### config.mk
export PLATFORM = sky130hd
export DESIGN_NAME = fsq_host
export DESIGN_NICKNAME = d
export VERILOG_FILES = /design/src/fsq_bus_cycle.v /design/src/fsq_host.v
export VERILOG_INCLUDE_DIRS = /design/src /design/src/src
export SDC_FILE = /design/constraint.sdc
export NUM_CORES = 1
export LEC_CHECK = 0
export CORE_ASPECT_RATIO = 0.8
export CORE_MARGIN = 1
export CORE_UTILIZATION = 64
export DETAILED_ROUTE_END_ITERATION = 10
export DONT_BUFFER_PORTS = 1
export PLACE_DENSITY = 0.86
export SETUP_SLACK_MARGIN = 0.2
export SYNTH_ARGS = -nofsm -noshare
export SYNTH_HDL_FRONTEND = slang
export SYNTH_SLANG_ARGS = --single-unit
export TNS_END_PERCENT = 50
### constraint.sdc
create_clock -name clk -period 3.6 [get_ports clk]
set_clock_uncertainty 0.1 [all_clocks]
set_input_delay 0.36 -clock clk [delete_from_list [all_inputs] [get_ports clk]]
set_output_delay 0.36 -clock clk [all_outputs]
set_load 0.02 [all_outputs]
### src/fsq_map.vh
`ifndef FSQ_MAP_VH
`define FSQ_MAP_VH

// ****************************************
// register byte offsets
// ****************************************
`define FSQ_OFF_CTRL 5'h00
`define FSQ_OFF_ADDR 5'h04
`define FSQ_OFF_DATA 5'h08
`define FSQ_OFF_DATA2 5'h0C
`define FSQ_OFF_CMD 5'h10
`define FSQ_OFF_STATUS 5'h14
`define FSQ_OFF_RDATA 5'h18

// ****************************************
// field positions and reset values
// ****************************************
`define FSQ_CTRL_WP_BIT 0
`define FSQ_CTRL_BYPASS_BIT 1
`define FSQ_CTRL_RESET 2'h0
`define FSQ_ST_BUSY_BIT 0
`define FSQ_ST_TIMEOUT_BIT 1
`define FSQ_ST_REJECT_BIT 2

// ****************************************
// operation codes written to the command register
// ****************************************
`define FSQ_OP_NONE 4'h0
`define FSQ_OP_READ 4'h1
`define FSQ_OP_RESET 4'h2
`define FSQ_OP_PROG 4'h3
`define FSQ_OP_PAIR 4'h4
`define FSQ_OP_SECTOR 4'h5
`define FSQ_OP_QUERY 4'h6
`define FSQ_OP_BLOCK 4'h7
`define FSQ_OP_ADDBLK 4'h8
`define FSQ_OP_BANK 4'h9
`define FSQ_OP_SUSPEND 4'hA
`define FSQ_OP_RESUME 4'hB
`define FSQ_OP_POLL 4'hC

// ****************************************
// device command codes and addresses
// ****************************************
`define FSQ_ADR_UNLOCK1 21'h0_0555
`define FSQ_ADR_UNLOCK2 21'h0_02AA
`define FSQ_CODE_UNLOCK1 16'h00AA
`define FSQ_CODE_UNLOCK2 16'h0055
`define FSQ_CODE_PROG 16'h00A0
`define FSQ_CODE_PAIR 16'h0040
`define FSQ_CODE_SECTOR 16'h0060
`define FSQ_CODE_QUERY 16'h0090
`define FSQ_CODE_ERASE 16'h0080
`define FSQ_CODE_CONFIRM 16'h0030
`define FSQ_CODE_BANK 16'h0010
`define FSQ_CODE_SUSPEND 16'h00B0
`define FSQ_CODE_RESET 16'h00F0
`define FSQ_TOGGLE_BIT 6

// ****************************************
// timing
// ****************************************
`define FSQ_CLK_NS 50
`define FSQ_T_SETUP_NS 50
`define FSQ_T_PULSE_NS 100
`define FSQ_T_HOLD_NS 50
`define FSQ_T_ACCESS_NS 150
`define FSQ_SYNC_STAGES 2

`endif

### src/fsq_bus_cycle.v
`timescale 1ns/1ns
`default_nettype none

module fsq_bus_cycle #(
    parameter [7:0] SETUP_CYC = 8'h01,
    parameter [7:0] PULSE_CYC = 8'h02,
    parameter [7:0] HOLD_CYC = 8'h01,
    parameter [7:0] ACCESS_CYC = 8'h05
) (
    input wire clk, // system clock
    input wire resetn, // async reset, active low
    input wire start, // begin one cycle
    input wire isRead, // read rather than write
    input wire [20:0] addrIn, // word address
    input wire [15:0] dataIn, // write data
    input wire [15:0] dqSync, // synchronised data pins
    output reg done, // cycle finished pulse
    output reg [15:0] rdata, // sampled read word
    output reg [20:0] flashAddr, // address pins
    output reg [15:0] dqOut, // data pins driven value
    output reg dqOe, // data pins driven
    output reg csN, // flash_chip_select, low
    output reg weN, // write_strobe, low
    output reg oeN // output enable, low
);

    localparam [2:0] C_IDLE = 3'h0;
    localparam [2:0] C_SETUP = 3'h1;
    localparam [2:0] C_PULSE = 3'h2;
    localparam [2:0] C_HOLD = 3'h3;
    localparam [2:0] C_READ = 3'h4;

    reg [2:0] state_r;
    reg [7:0] cnt_r;

    // ****************************************
    // one strobed write or one read access
    // ****************************************
    always @(posedge clk or negedge resetn) begin
        if (!resetn) begin
            state_r <= C_IDLE;
            cnt_r <= 8'h00;
            done <= 1'b0;
            rdata <= 16'h0000;
            flashAddr <= 21'h0_0000;
            dqOut <= 16'h0000;
            dqOe <= 1'b0;
            csN <= 1'b1;
            weN <= 1'b1;
            oeN <= 1'b1;
        end else begin
            done <= 1'b0;
            case (state_r)
                C_IDLE: begin
                    if (start) begin
                        flashAddr <= addrIn;
                        csN <= 1'b0;
                        if (isRead) begin
                            oeN <= 1'b0;
                            cnt_r <= ACCESS_CYC - 8'h01;
                            state_r <= C_READ;
                        end else begin
                            dqOut <= dataIn;
                            dqOe <= 1'b1;
                            cnt_r <= SETUP_CYC - 8'h01;
                            state_r <= C_SETUP;
                        end
                    end
                end
                C_SETUP: begin
                    if (cnt_r == 8'h00) begin
                        weN <= 1'b0;
                        cnt_r <= PULSE_CYC - 8'h01;
                        state_r <= C_PULSE;
                    end else begin
                        cnt_r <= cnt_r - 8'h01;
                    end
                end
                C_PULSE: begin
                    // rising strobe edge latches the data word
                    if (cnt_r == 8'h00) begin
                        weN <= 1'b1;
                        cnt_r <= HOLD_CYC - 8'h01;
                        state_r <= C_HOLD;
                    end else begin
                        cnt_r <= cnt_r - 8'h01;
                    end
                end
                C_HOLD: begin
                    if (cnt_r == 8'h00) begin
                        csN <= 1'b1;
                        dqOe <= 1'b0;
                        done <= 1'b1;
                        state_r <= C_IDLE;
                    end else begin
                        cnt_r <= cnt_r - 8'h01;
                    end
                end
                C_READ: begin
                    if (cnt_r == 8'h00) begin
                        rdata <= dqSync;
                        oeN <= 1'b1;
                        csN <= 1'b1;
                        done <= 1'b1;
                        state_r <= C_IDLE;
                    end else begin
                        cnt_r <= cnt_r - 8'h01;
                    end
                end
                default: begin
                    state_r <= C_IDLE;
                end
            endcase
        end
    end

endmodule

`default_nettype wire

### src/fsq_host.v
`timescale 1ns/1ns
`default_nettype none
`include "fsq_map.vh"

module fsq_host #(
    parameter [23:0] POLL_MAX = 24'hFF_FFFF
) (
    input wire clk, // system clock
    input wire resetn, // async reset, active low
    input wire [4:0] address, // avalon byte address
    input wire read, // avalon read
    input wire write, // avalon write
    input wire [31:0] writedata, // avalon write data
    output reg [31:0] readdata, // avalon read data
    output reg waitrequest, // avalon wait
    output wire [20:0] flashAddr, // flash address pins
    output wire [15:0] dqOut, // data pins out
    output wire dqOe, // data pins enable
    input wire [15:0] dqIn, // data pins in
    output wire flashChipSelectN, // flash_chip_select
    output wire writeStrobeN, // write_strobe
    output wire outEnN, // output enable
    output reg writeProtectPin // write_protect_pin
);

    localparam [7:0] SETUP_CYC =
        (`FSQ_T_SETUP_NS + `FSQ_CLK_NS - 1) / `FSQ_CLK_NS;
    localparam [7:0] PULSE_CYC =
        (`FSQ_T_PULSE_NS + `FSQ_CLK_NS - 1) / `FSQ_CLK_NS;
    localparam [7:0] HOLD_CYC =
        (`FSQ_T_HOLD_NS + `FSQ_CLK_NS - 1) / `FSQ_CLK_NS;
    localparam [7:0] ACCESS_CYC =
        (`FSQ_T_ACCESS_NS + `FSQ_CLK_NS - 1) / `FSQ_CLK_NS
        + `FSQ_SYNC_STAGES;

    localparam [1:0] K_END = 2'h0;
    localparam [1:0] K_WR = 2'h1;
    localparam [1:0] K_RD = 2'h2;
    localparam [1:0] A_555 = 2'h0;
    localparam [1:0] A_2AA = 2'h1;
    localparam [1:0] A_REG = 2'h2;
    localparam [1:0] A_PAIR = 2'h3;
    localparam [1:0] S_IDLE = 2'h0;
    localparam [1:0] S_GO = 2'h1;
    localparam [1:0] S_WAIT = 2'h2;

    reg [1:0] ctrl_r;
    reg [20:0] addr_r;
    reg [15:0] data_r;
    reg [15:0] data2_r;
    reg [3:0] op_r;
    reg [15:0] rdata_r;
    reg timeout_r;
    reg reject_r;
    reg [1:0] state_r;
    reg [2:0] step_r;
    reg [23:0] pollCnt_r;
    reg havePrev_r;
    reg prevToggle_r;
    reg [15:0] dqMeta_r;
    reg [15:0] dqSync_r;
    reg [1:0] stKind;
    reg [1:0] stSel;
    reg [15:0] stData;
    reg [15:0] setupCode;
    reg [20:0] cycAddr;
    reg [31:0] rdMux;
    wire cycDone;
    wire [15:0] cycRdata;
    wire busy = (state_r != S_IDLE);
    wire take = (read || write) && waitrequest;
    wire wrTake = write && waitrequest;
    wire cmdWr = wrTake && (address == `FSQ_OFF_CMD);
    wire usesBypass = (writedata[3:0] == `FSQ_OP_PROG) ||
        (writedata[3:0] == `FSQ_OP_PAIR);
    wire cmdOk = (writedata[3:0] != `FSQ_OP_NONE) &&
        (writedata[3:0] <= `FSQ_OP_POLL);
    wire pollEnd = havePrev_r &&
        (cycRdata[`FSQ_TOGGLE_BIT] == prevToggle_r);

    // ****************************************
    // data pin synchroniser
    // ****************************************
    always @(posedge clk or negedge resetn) begin
        if (!resetn) begin
            dqMeta_r <= 16'h0000;
            dqSync_r <= 16'h0000;
        end else begin
            dqMeta_r <= dqIn;
            dqSync_r <= dqMeta_r;
        end
    end

    // ****************************************
    // write and read sequence table
    // ****************************************
    always @* begin
        stKind = K_END;
        stSel = A_REG;
        stData = 16'h0000;
        case (op_r)
            `FSQ_OP_PROG: setupCode = `FSQ_CODE_PROG;
            `FSQ_OP_PAIR: setupCode = `FSQ_CODE_PAIR;
            `FSQ_OP_SECTOR: setupCode = `FSQ_CODE_SECTOR;
            default: setupCode = `FSQ_CODE_QUERY;
        endcase
        case (op_r)
            `FSQ_OP_READ, `FSQ_OP_POLL: begin
                if (step_r == 3'h0) begin
                    stKind = K_RD;
                end
            end
            `FSQ_OP_RESET: begin
                if (step_r == 3'h0) begin
                    stKind = K_WR;
                    stData = `FSQ_CODE_RESET;
                end
            end
            `FSQ_OP_ADDBLK, `FSQ_OP_RESUME: begin
                if (step_r == 3'h0) begin
                    stKind = K_WR;
                    stData = `FSQ_CODE_CONFIRM;
                end
            end
            `FSQ_OP_SUSPEND: begin
                if (step_r == 3'h0) begin
                    stKind = K_WR;
                    stData = `FSQ_CODE_SUSPEND;
                end
            end
            `FSQ_OP_PROG, `FSQ_OP_PAIR, `FSQ_OP_SECTOR,
            `FSQ_OP_QUERY: begin
                case (step_r)
                    3'h0: begin
                        stKind = K_WR;
                        stSel = A_555;
                        stData = `FSQ_CODE_UNLOCK1;
                    end
                    3'h1: begin
                        stKind = K_WR;
                        stSel = A_2AA;
                        stData = `FSQ_CODE_UNLOCK2;
                    end
                    3'h2: begin
                        stKind = K_WR;
                        stSel = A_555;
                        stData = setupCode;
                    end
                    3'h3: begin
                        stKind = (op_r == `FSQ_OP_QUERY) ? K_RD : K_WR;
                        stData = data_r;
                    end
                    3'h4: begin
                        if (op_r == `FSQ_OP_PAIR) begin
                            stKind = K_WR;
                            stSel = A_PAIR;
                            stData = data2_r;
                        end
                    end
                    default: stKind = K_END;
                endcase
            end
            `FSQ_OP_BLOCK, `FSQ_OP_BANK: begin
                case (step_r)
                    3'h0, 3'h3: begin
                        stKind = K_WR;
                        stSel = A_555;
                        stData = `FSQ_CODE_UNLOCK1;
                    end
                    3'h1, 3'h4: begin
                        stKind = K_WR;
                        stSel = A_2AA;
                        stData = `FSQ_CODE_UNLOCK2;
                    end
                    3'h2: begin
                        stKind = K_WR;
                        stSel = A_555;
                        stData = `FSQ_CODE_ERASE;
                    end
                    3'h5: begin
                        stKind = K_WR;
                        stData = (op_r == `FSQ_OP_BANK) ?
                            `FSQ_CODE_BANK : `FSQ_CODE_CONFIRM;
                    end
                    default: stKind = K_END;
                endcase
            end
            default: stKind = K_END;
        endcase
        case (stSel)
            A_555: cycAddr = `FSQ_ADR_UNLOCK1;
            A_2AA: cycAddr = `FSQ_ADR_UNLOCK2;
            A_PAIR: cycAddr = {addr_r[20:1], ~addr_r[0]};
            default: cycAddr = addr_r;
        endcase
    end

    // ****************************************
    // register read mux
    // ****************************************
    always @* begin
        case (address)
            `FSQ_OFF_CTRL: rdMux = {30'h0000_0000, ctrl_r};
            `FSQ_OFF_ADDR: rdMux = {11'h000, addr_r};
            `FSQ_OFF_DATA: rdMux = {16'h0000, data_r};
            `FSQ_OFF_DATA2: rdMux = {16'h0000, data2_r};
            `FSQ_OFF_CMD: rdMux = {28'h000_0000, op_r};
            `FSQ_OFF_STATUS:
                rdMux = {29'h0000_0000, reject_r, timeout_r, busy};
            `FSQ_OFF_RDATA: rdMux = {16'h0000, rdata_r};
            default: rdMux = 32'h0000_0000;
        endcase
    end

    // ****************************************
    // avalon slave and sequencer
    // ****************************************
    always @(posedge clk or negedge resetn) begin
        if (!resetn) begin
            waitrequest <= 1'b1;
            readdata <= 32'h0000_0000;
            ctrl_r <= `FSQ_CTRL_RESET;
            writeProtectPin <= 1'b0;
            addr_r <= 21'h0_0000;
            data_r <= 16'h0000;
            data2_r <= 16'h0000;
            op_r <= `FSQ_OP_NONE;
            rdata_r <= 16'h0000;
            timeout_r <= 1'b0;
            reject_r <= 1'b0;
            state_r <= S_IDLE;
            step_r <= 3'h0;
            pollCnt_r <= 24'h00_0000;
            havePrev_r <= 1'b0;
            prevToggle_r <= 1'b0;
        end else begin
            waitrequest <= ~take;
            if (take) begin
                readdata <= rdMux;
            end
            writeProtectPin <= ctrl_r[`FSQ_CTRL_WP_BIT];
            if (wrTake && !busy) begin
                case (address)
                    `FSQ_OFF_CTRL: ctrl_r <= writedata[1:0];
                    `FSQ_OFF_ADDR: addr_r <= writedata[20:0];
                    `FSQ_OFF_DATA: data_r <= writedata[15:0];
                    `FSQ_OFF_DATA2: data2_r <= writedata[15:0];
                    default: ctrl_r <= ctrl_r;
                endcase
            end
            case (state_r)
                S_IDLE: begin
                    if (cmdWr && cmdOk) begin
                        op_r <= writedata[3:0];
                        step_r <= (ctrl_r[`FSQ_CTRL_BYPASS_BIT] &&
                            usesBypass) ? 3'h2 : 3'h0;
                        timeout_r <= 1'b0;
                        reject_r <= 1'b0;
                        havePrev_r <= 1'b0;
                        pollCnt_r <= 24'h00_0000;
                        state_r <= S_GO;
                    end else if (cmdWr) begin
                        reject_r <= 1'b1;
                    end
                end
                S_GO: begin
                    state_r <= (stKind == K_END) ? S_IDLE : S_WAIT;
                end
                S_WAIT: begin
                    if (cycDone) begin
                        state_r <= S_GO;
                        if (stKind == K_RD) begin
                            rdata_r <= cycRdata;
                        end
                        if (op_r == `FSQ_OP_POLL) begin
                            // toggle bit steady means operation over
                            havePrev_r <= 1'b1;
                            prevToggle_r <= cycRdata[`FSQ_TOGGLE_BIT];
                            pollCnt_r <= pollCnt_r + 24'h00_0001;
                            if (pollEnd) begin
                                state_r <= S_IDLE;
                            end else if (pollCnt_r == POLL_MAX) begin
                                timeout_r <= 1'b1;
                                state_r <= S_IDLE;
                            end
                        end else begin
                            step_r <= step_r + 3'h1;
                        end
                    end
                end
                default: state_r <= S_IDLE;
            endcase
            if (cmdWr && busy) begin
                reject_r <= 1'b1;
            end
        end
    end

    fsq_bus_cycle #(
        .SETUP_CYC(SETUP_CYC),
        .PULSE_CYC(PULSE_CYC),
        .HOLD_CYC(HOLD_CYC),
        .ACCESS_CYC(ACCESS_CYC)
    ) fsq_bus_cycle_i (
        .clk(clk),
        .resetn(resetn),
        .start((state_r == S_GO) && (stKind != K_END)),
        .isRead(stKind == K_RD),
        .addrIn(cycAddr),
        .dataIn(stData),
        .dqSync(dqSync_r),
        .done(cycDone),
        .rdata(cycRdata),
        .flashAddr(flashAddr),
        .dqOut(dqOut),
        .dqOe(dqOe),
        .csN(flashChipSelectN),
        .weN(writeStrobeN),
        .oeN(outEnN)
    );

endmodule

`default_nettype wire

# Word level (Yosys, flattened, before mapping)
# Index checks and enable logic that the tools add are counted.
word_totals:
  ff_bits: 243
  inputBits: 57
  out_inout_bits: 75
classes:
  add_sub_neg: 3
  n_lt_le_gt_ge: 1
  eq_ne: 51
  mux: 76
  bitwise: 3
  reduce_logical: 64
ops:
  columns: ["cell", "n"]
  rows:
  - ["16-bit one-hot mux with 5 select lines", 2]
  - ["21-bit one-hot mux with 7 select lines", 1]
  - ["24-bit two-way mux", 3]
  - ["8-bit one-hot mux with 4 select lines", 2]
  - ["21-bit one-hot mux with 3 select lines", 1]
  - ["8-bit two-way mux", 6]
  - ["24-bit one-hot mux with 2 select lines", 1]
  - ["1-bit two-way mux", 27]
  - ["3-bit two-way mux", 9]
  - ["24-bit by 1-bit adder with 24-bit output (second input constant)", 1]
  - ["24-bit == test (second input constant)", 1]
  - ["8-bit one-hot mux with 3 select lines", 1]
  - ["4-bit by 3-bit == test with 1-bit output (second input constant)", 5]
  - ["4-bit == test (second input constant)", 5]
  - ["4-bit AND reduction", 5]
  - ["2-bit one-hot mux with 3 select lines", 3]
  - ["2-bit AND reduction", 9]
  - ["3-bit AND reduction", 6]
  - ["16-bit two-way mux", 1]
  - ["2-bit by 1-bit != test with 1-bit output (second input constant)", 8]
  - ["2-bit nonzero test", 8]
  - ["5-bit == test (second input constant)", 3]
  - ["2-bit != test (second input constant)", 7]
  - ["2-bit OR reduction", 7]
  - ["other kinds (34)", 76]

# Logic depth before layout (Yosys ltp)
logic_depth:
  word_depth: 8
  depth_mapped: 11
  ltp_nobuf: 8

# Modules after synthesis
# A second synthesis with hierarchy kept.
unflattened:
  cells_unflattened: 931
  hier_area_um2: 10859.2
by_module_without_submodules:
  columns: ["module", "n_inst", "cells_each", "area_per_inst_um2", "seq_area_each_um2"]
  rows:
  - ["fsq_host", 1, 711, 7907.6, 4080.2]
  - ["fsq_bus_cycle", 1, 220, 2951.6, 1730.4]

# Least setup slack after synthesis
# Ideal clock, no wire load.
synth_timing:
  path_kind: "register -> register"
  start: "register step_r[2]"
  end: "register fsq_bus_cycle_i.flashAddr[3]"
  setup_time_ns: 0.125
  arrival_ns: 2.393
  required_ns: 3.375
  setup_slack_ns: 0.982
  path_stages_with_launch: 12
  n_path_buf: 3
  synth_period_minus_slack_ns: 2.618
  path_cell_list: "dfrtp_1 > clkbuf_1 > inv_1 > ha_1 > clkbuf_1 > inv_1 > o22ai_1 > o221ai_2 > nand3_4 > o21a_4 > buf_6 > mux2_4"
synth_between:
  elab_chain_len: 7
synth_lines:
  columns: ["element", "line", "text"]
  rows:
  - ["from (decl)", "fsq_host.v:56", "reg [2:0] step_r;"]
  - ["from (signal assigned)", "fsq_host.v:255", "step_r <= (ctrl_r[`FSQ_CTRL_BYPASS_BIT] &&"]
  - ["from (signal assigned)", "fsq_host.v:287", "step_r <= step_r + 3'h1;"]
  - ["3-bit by 2-bit == test with 1-bit output (tied with other cells)", "fsq_host.v:133, fsq_host.v:164", null]
  - ["3-bit OR reduction (no source line) or 6-bit OR reduction (tied branches)", null, null]
  - ["2-bit one-hot mux with 3 select lines or 1-bit two-way mux (tied branches)", "fsq_host.v:133, fsq_host.v:164", null]
  - ["2-bit one-hot mux with 4 select lines", "fsq_host.v:107", "case (op_r)"]
  - ["2-bit nonzero test", "fsq_host.v:307", ".start((state_r == S_GO) && (stKind != K_END)),"]
  - ["1-bit logical AND", "fsq_host.v:307", null]
  - ["2-bit AND reduction (no source line)", null, null]
  - ["to (signal assigned)", "fsq_bus_cycle.v:56", "flashAddr <= addrIn;"]
  - ["to (decl)", "fsq_bus_cycle.v:19", "output reg [20:0] flashAddr,"]
# Parallel ways exist; a longest one is shown, timed or not.
# A chain may end at the register's enable or synchronous reset.

# Worst setup path after layout
layout_timing:
  start: "register step_r[0]"
  end: "register rdata_r[0]"
layout_between:
  elab_chain_len: 6
layout_lines:
  columns: ["element", "line", "text"]
  rows:
  - ["3-bit by 2-bit == test with 1-bit output (tied with other cells)", "fsq_host.v:133, fsq_host.v:164", null]
  - ["3-bit OR reduction (no source line) or 6-bit OR reduction (tied branches)", null, null]
  - ["2-bit one-hot mux with 3 select lines or 1-bit two-way mux (tied branches)", "fsq_host.v:133, fsq_host.v:164", null]
  - ["2-bit one-hot mux with 4 select lines *", "fsq_host.v:107", null]
  - ["2-bit == test *", "fsq_host.v:272", "if (stKind == K_RD) begin"]
  - ["3-bit AND reduction (no source line) *", null, null]
  - ["to (signal assigned)", "fsq_host.v:273", "rdata_r <= cycRdata;"]
  - ["to (decl)", "fsq_host.v:52", "reg [15:0] rdata_r;"]
# Every way passes the cells marked *; elsewhere a longest branch is shown, timed or not.

==> results.cfg <==
[logic_synthesis]
synth_compound_area_share_pct = 14.4
synth_edf_count = 0
synth_top_area_share_pct = 52.9
ys_types = 77
synth_ff_type = dfrtp_1
ys_ff_latch = 232
synth_warnings = 0
yosys.area_share.simple_pct = 11.2
synth.cell_area_sq_um = 10800
async_reset_ff_share_pct = 100
syn-mean-instance-area_sq_um = 11.4
muxShareOfSynthArea_pct = 14.4
synth_top_cell_by_area = dfrtp_1
synthCells = 945
synth-xor-area-share_pct = 0.650
ys_seq_area_share_pct = 53.9
synthTopCellsByArea = dfrtp_1, mux2_2, mux2_4
synthAdderAreaFrac_pct = 1.02
synth_top_family_by_area = multiplexers

[finish]
layoutNonFillerInstCount = 1200
design_area_sq_um = 12000
final_nets = 1028
diodes = 0
syn2layout_area_growth_pct = 11.1
drive_gt1_share_pct = 18.9
fin_util_pct = 72.6

[cts]
numCtsBuffers = 23
ctsResizeCount = 0
holdBufCountCts = 38
clk_path_buf_depth = 3
post_cts_buffers = 0
cts_root_buf = clkbuf_16
insertion_delay_ns = 0.53
cts-htree-levels = 1
cts_tree = yes
clkTransAtPathRegs_ns = 0.06
cts.sinks = 232

[sta]
setup_viol = 0
drv_slew = 0
fin_crit_ns = 2.93
rsz0062_at_grt = false
tightest_slew_ns = 1.21
hold_viol = 232
holdWs_ns = -0.566
final.setup.tns_ns = 0
slew_headroom_pct = 19.0
post-route-period-util_pct = 81.3
fmax_mhz = 342

[drt]
wl_per_cell_um = 20.7
ant_nets = 0
vias = 7607
drtIter0Drc = 827
first_pass_iters = 5
drt_wl_total_um = 24800
route.detailed.drc = 0
via_per_inst = 6.34

[worst_setup_path]
crit_required_ns = 3.89
r2r-start = step_r[0]$_DFFE_PN0P_
slowest_stage = or3_1
worstPathArrival_ns = 3.22
end_kind = register
cp_slowest_stage_delay_ns = 0.53
path_delay_family = simple AND/OR/NAND/NOR gates
crit_start = step_r[0]$_DFFE_PN0P_
crit_cells = 8
r2r_cells = 8
r2r-end = rdata_r[0]$_DFFE_PN0P_
critical_path.endpoint = rdata_r[0]$_DFFE_PN0P_
crit_type = register to register
crit_buf_inv = 1
critPathMaxFanout = 16
worstSetupStartpointType = register
worstPathCellList = inv_1 > ha_1 > nor3_1 > nor4_1 > or3_1 > and2_4 > nand2_4 > mux2_2
r2r_slack_ns = 0.67

[place]
place_congestion = 0.930
io_buffer_count = 0
place_area_sq_um = 10800
dpl.hpwl_um = 16000
dp_cells = 1120

[global_routing]
grt_busiest_layer = met1
grt_pass1_wl_um = 39700
grt_overflow = 0
grt_max_degree = 233
use_met1_pct = 42.9
grt_antenna_before_repair = 0
grt_usage_pct = 29.1
grt_util_met3_pct = 8.99
grt_pass1_vias = 7291
grt_use_met2_pct = 42.0

[die]
io_pins = 132
initial_core_util_pct = 65.4
die_w_um = 147
core_area_sq_um = 16500
die_h_um = 118
rows = 42
die_area_sq_um = 17400

[power]
p_int_w = 0.00568
total_power_w = 0.00873
p_leak_nw = 5.51
p_per_area_nw_per_um2 = 729
power_switching_w = 0.00305
p_clk_share_pct = 28.1
swShare_pct = 34.9
ir_worst_vdd_mv = 0.390
seqPwrFrac_pct = 46.3
combinationalPowerShare_pct = 25.6

[flow_run]
cap_violations = 0

[min_path]
hp-class = primary input to async pin

[status]
failed_checks = hold timing
status = finished with violations
## cell families after synthesis
group,count (synthesis)
buf+inv,97
mux,133
compound gates,227
other cells,1
simple gates,238
fa+ha+maj,9
xor+xnor,8
flops,232
## metrics by stage
stage	setup WS (ns)	hold slack, ns
after floorplan	0.982	-0.0356
after CTS	0.702	-0.572
after global placement	0.760	-0.0271
after detailed placement	0.716	-0.0304
final	0.674	-0.566
after global routing	0.519	-0.570
## sequential cells by signal, summed over array words and instances, names as in the netlist, 2 cells and up
name / flops
fsq_bus_cycle_i.rdata: 16
readdata: 21
op_r: 4
step_r: 3
fsq_bus_cycle_i.flashAddr: 21
rdata_r: 16
pollCnt_r: 24
data2_r: 16
data_r: 16
fsq_bus_cycle_i.dqOut: 16
fsq_bus_cycle_i.cnt_r: 8
addr_r: 21
fsq_bus_cycle_i.state_r: 3
dqMeta_r: 16
state_r: 2
ctrl_r: 2
dqSync_r: 16
## routing by layer
| metal | routed length [um] | vias up | share of wire [%] |
|---|---|---|---|
| li1 | - | 3427 | - |
| met3 | 2670 | 45 | 11 |
| met2 | 10900 | 386 | 44 |
| met5 | 0 | - | 0 |
| met1 | 10800 | 3749 | 44 |
| met4 | 449 | 0 | 1.8 |
## synth_stat cells, types with 9 or more instances
library cell,count
buf_4,16
and3_1,10
buf_2,12
nor2_1,60
nand3_1,12
a22o_1,21
mux2_2,91
nand2b_1,9
inv_1,31
o21ai_0,58
dfrtp_1,228
mux2_4,22
nand2_1,85
mux2i_1,20
a21oi_1,37
clkbuf_1,30
a22oi_1,33
## worst register-to-register path: stages, from the launching register on
cell and delay [ns]:
dfrtp_1 0.49, inv_1 0.12, ha_1 0.29, nor3_1 0.30, nor4_1 0.08, or3_1 0.53
and2_4 0.24, nand2_4 0.25, mux2_2 0.39
## area by class of cell
| type | instances | area, sq um |
|---|---|---|
| Clock buffer | 31 | 656 |
| Inverter | 31 | 116 |
| Tap cell | 220 | 275 |
| Clock inverter | 11 | 113 |
| Timing Repair Buffer | 49 | 463 |
| Multi-Input combinational cell | 626 | 4550 |
| Sequential cell | 232 | 5810 |
| Fill cell | 1094 | 4520 |
## worst min path at each step
| stage | start | end | slack (ns) | depth (start not counted) |
|---|---|---|---|---|
| final | resetn | fsq_bus_cycle_i.dqOut[10]$_DFFE_PN0P_ | -0.57 | 0 |
| after global routing | resetn | fsq_bus_cycle_i.dqOut[7]$_DFFE_PN0P_ | -0.57 | 0 |
| after CTS | resetn | fsq_bus_cycle_i.flashAddr[0]$_DFFE_PN0P_ | -0.57 | 0 |
| after detailed placement | resetn | fsq_bus_cycle_i.dqOut[10]$_DFFE_PN0P_ | -0.03 | 0 |
| after global placement | resetn | fsq_bus_cycle_i.dqOut[11]$_DFFE_PN0P_ | -0.03 | 0 |
| after floorplan | resetn | addr_r[0]$_DFFE_PN0P_ | -0.04 | 0 |
## power groups by stage
| stage | Sequential [W] | Clock [W] | Combinational (W) |
|---|---|---|---|
| 2_1_floorplan | 0.00379 | 0 | 0.00190 |
| 3_3_place_gp | 0.00401 | 0 | 0.00207 |
| 3_5_place_dp | 0.00406 | 0 | 0.00215 |
| 4_1_cts | 0.00402 | 0.00247 | 0.00221 |
| 5_1_grt | 0.00412 | 0.00257 | 0.00248 |
| 6_report | 0.00404 | 0.00245 | 0.00224 |
## cells in the final DEF (no fill, tap or decap), types with 4 or more instances in the layout
master,synthesis,layout
o21ai_0,58,58
o22ai_1,7,6
nand2_1,85,85
nor2_1,60,60
a22oi_1,33,33
dfstp_2,4,4
inv_1,31,31
conb_1,1,11
nand2b_1,9,9
clkinv_2,0,7
nand4_1,5,5
o31ai_1,5,5
and2_1,6,6
o21a_1,4,4
mux2i_1,20,20
clkbuf_16,0,23
ha_1,8,8
a31oi_1,5,5
buf_4,16,11
mux2_4,22,22
nor3b_1,5,5
xnor2_1,5,5
a221oi_1,8,8
clkbuf_8,0,5
or3_1,5,5
a22o_1,21,21
nor2b_1,5,5
o21ai_1,6,5
nand3_1,12,12
nor4_1,5,5
a21o_1,4,4
mux2_2,91,91
dlygate4sd3_1,0,38
dfrtp_1,228,228
and3_1,10,10
a21oi_1,37,37
nor3_1,7,6
Power figures use the tool's default switching activity.
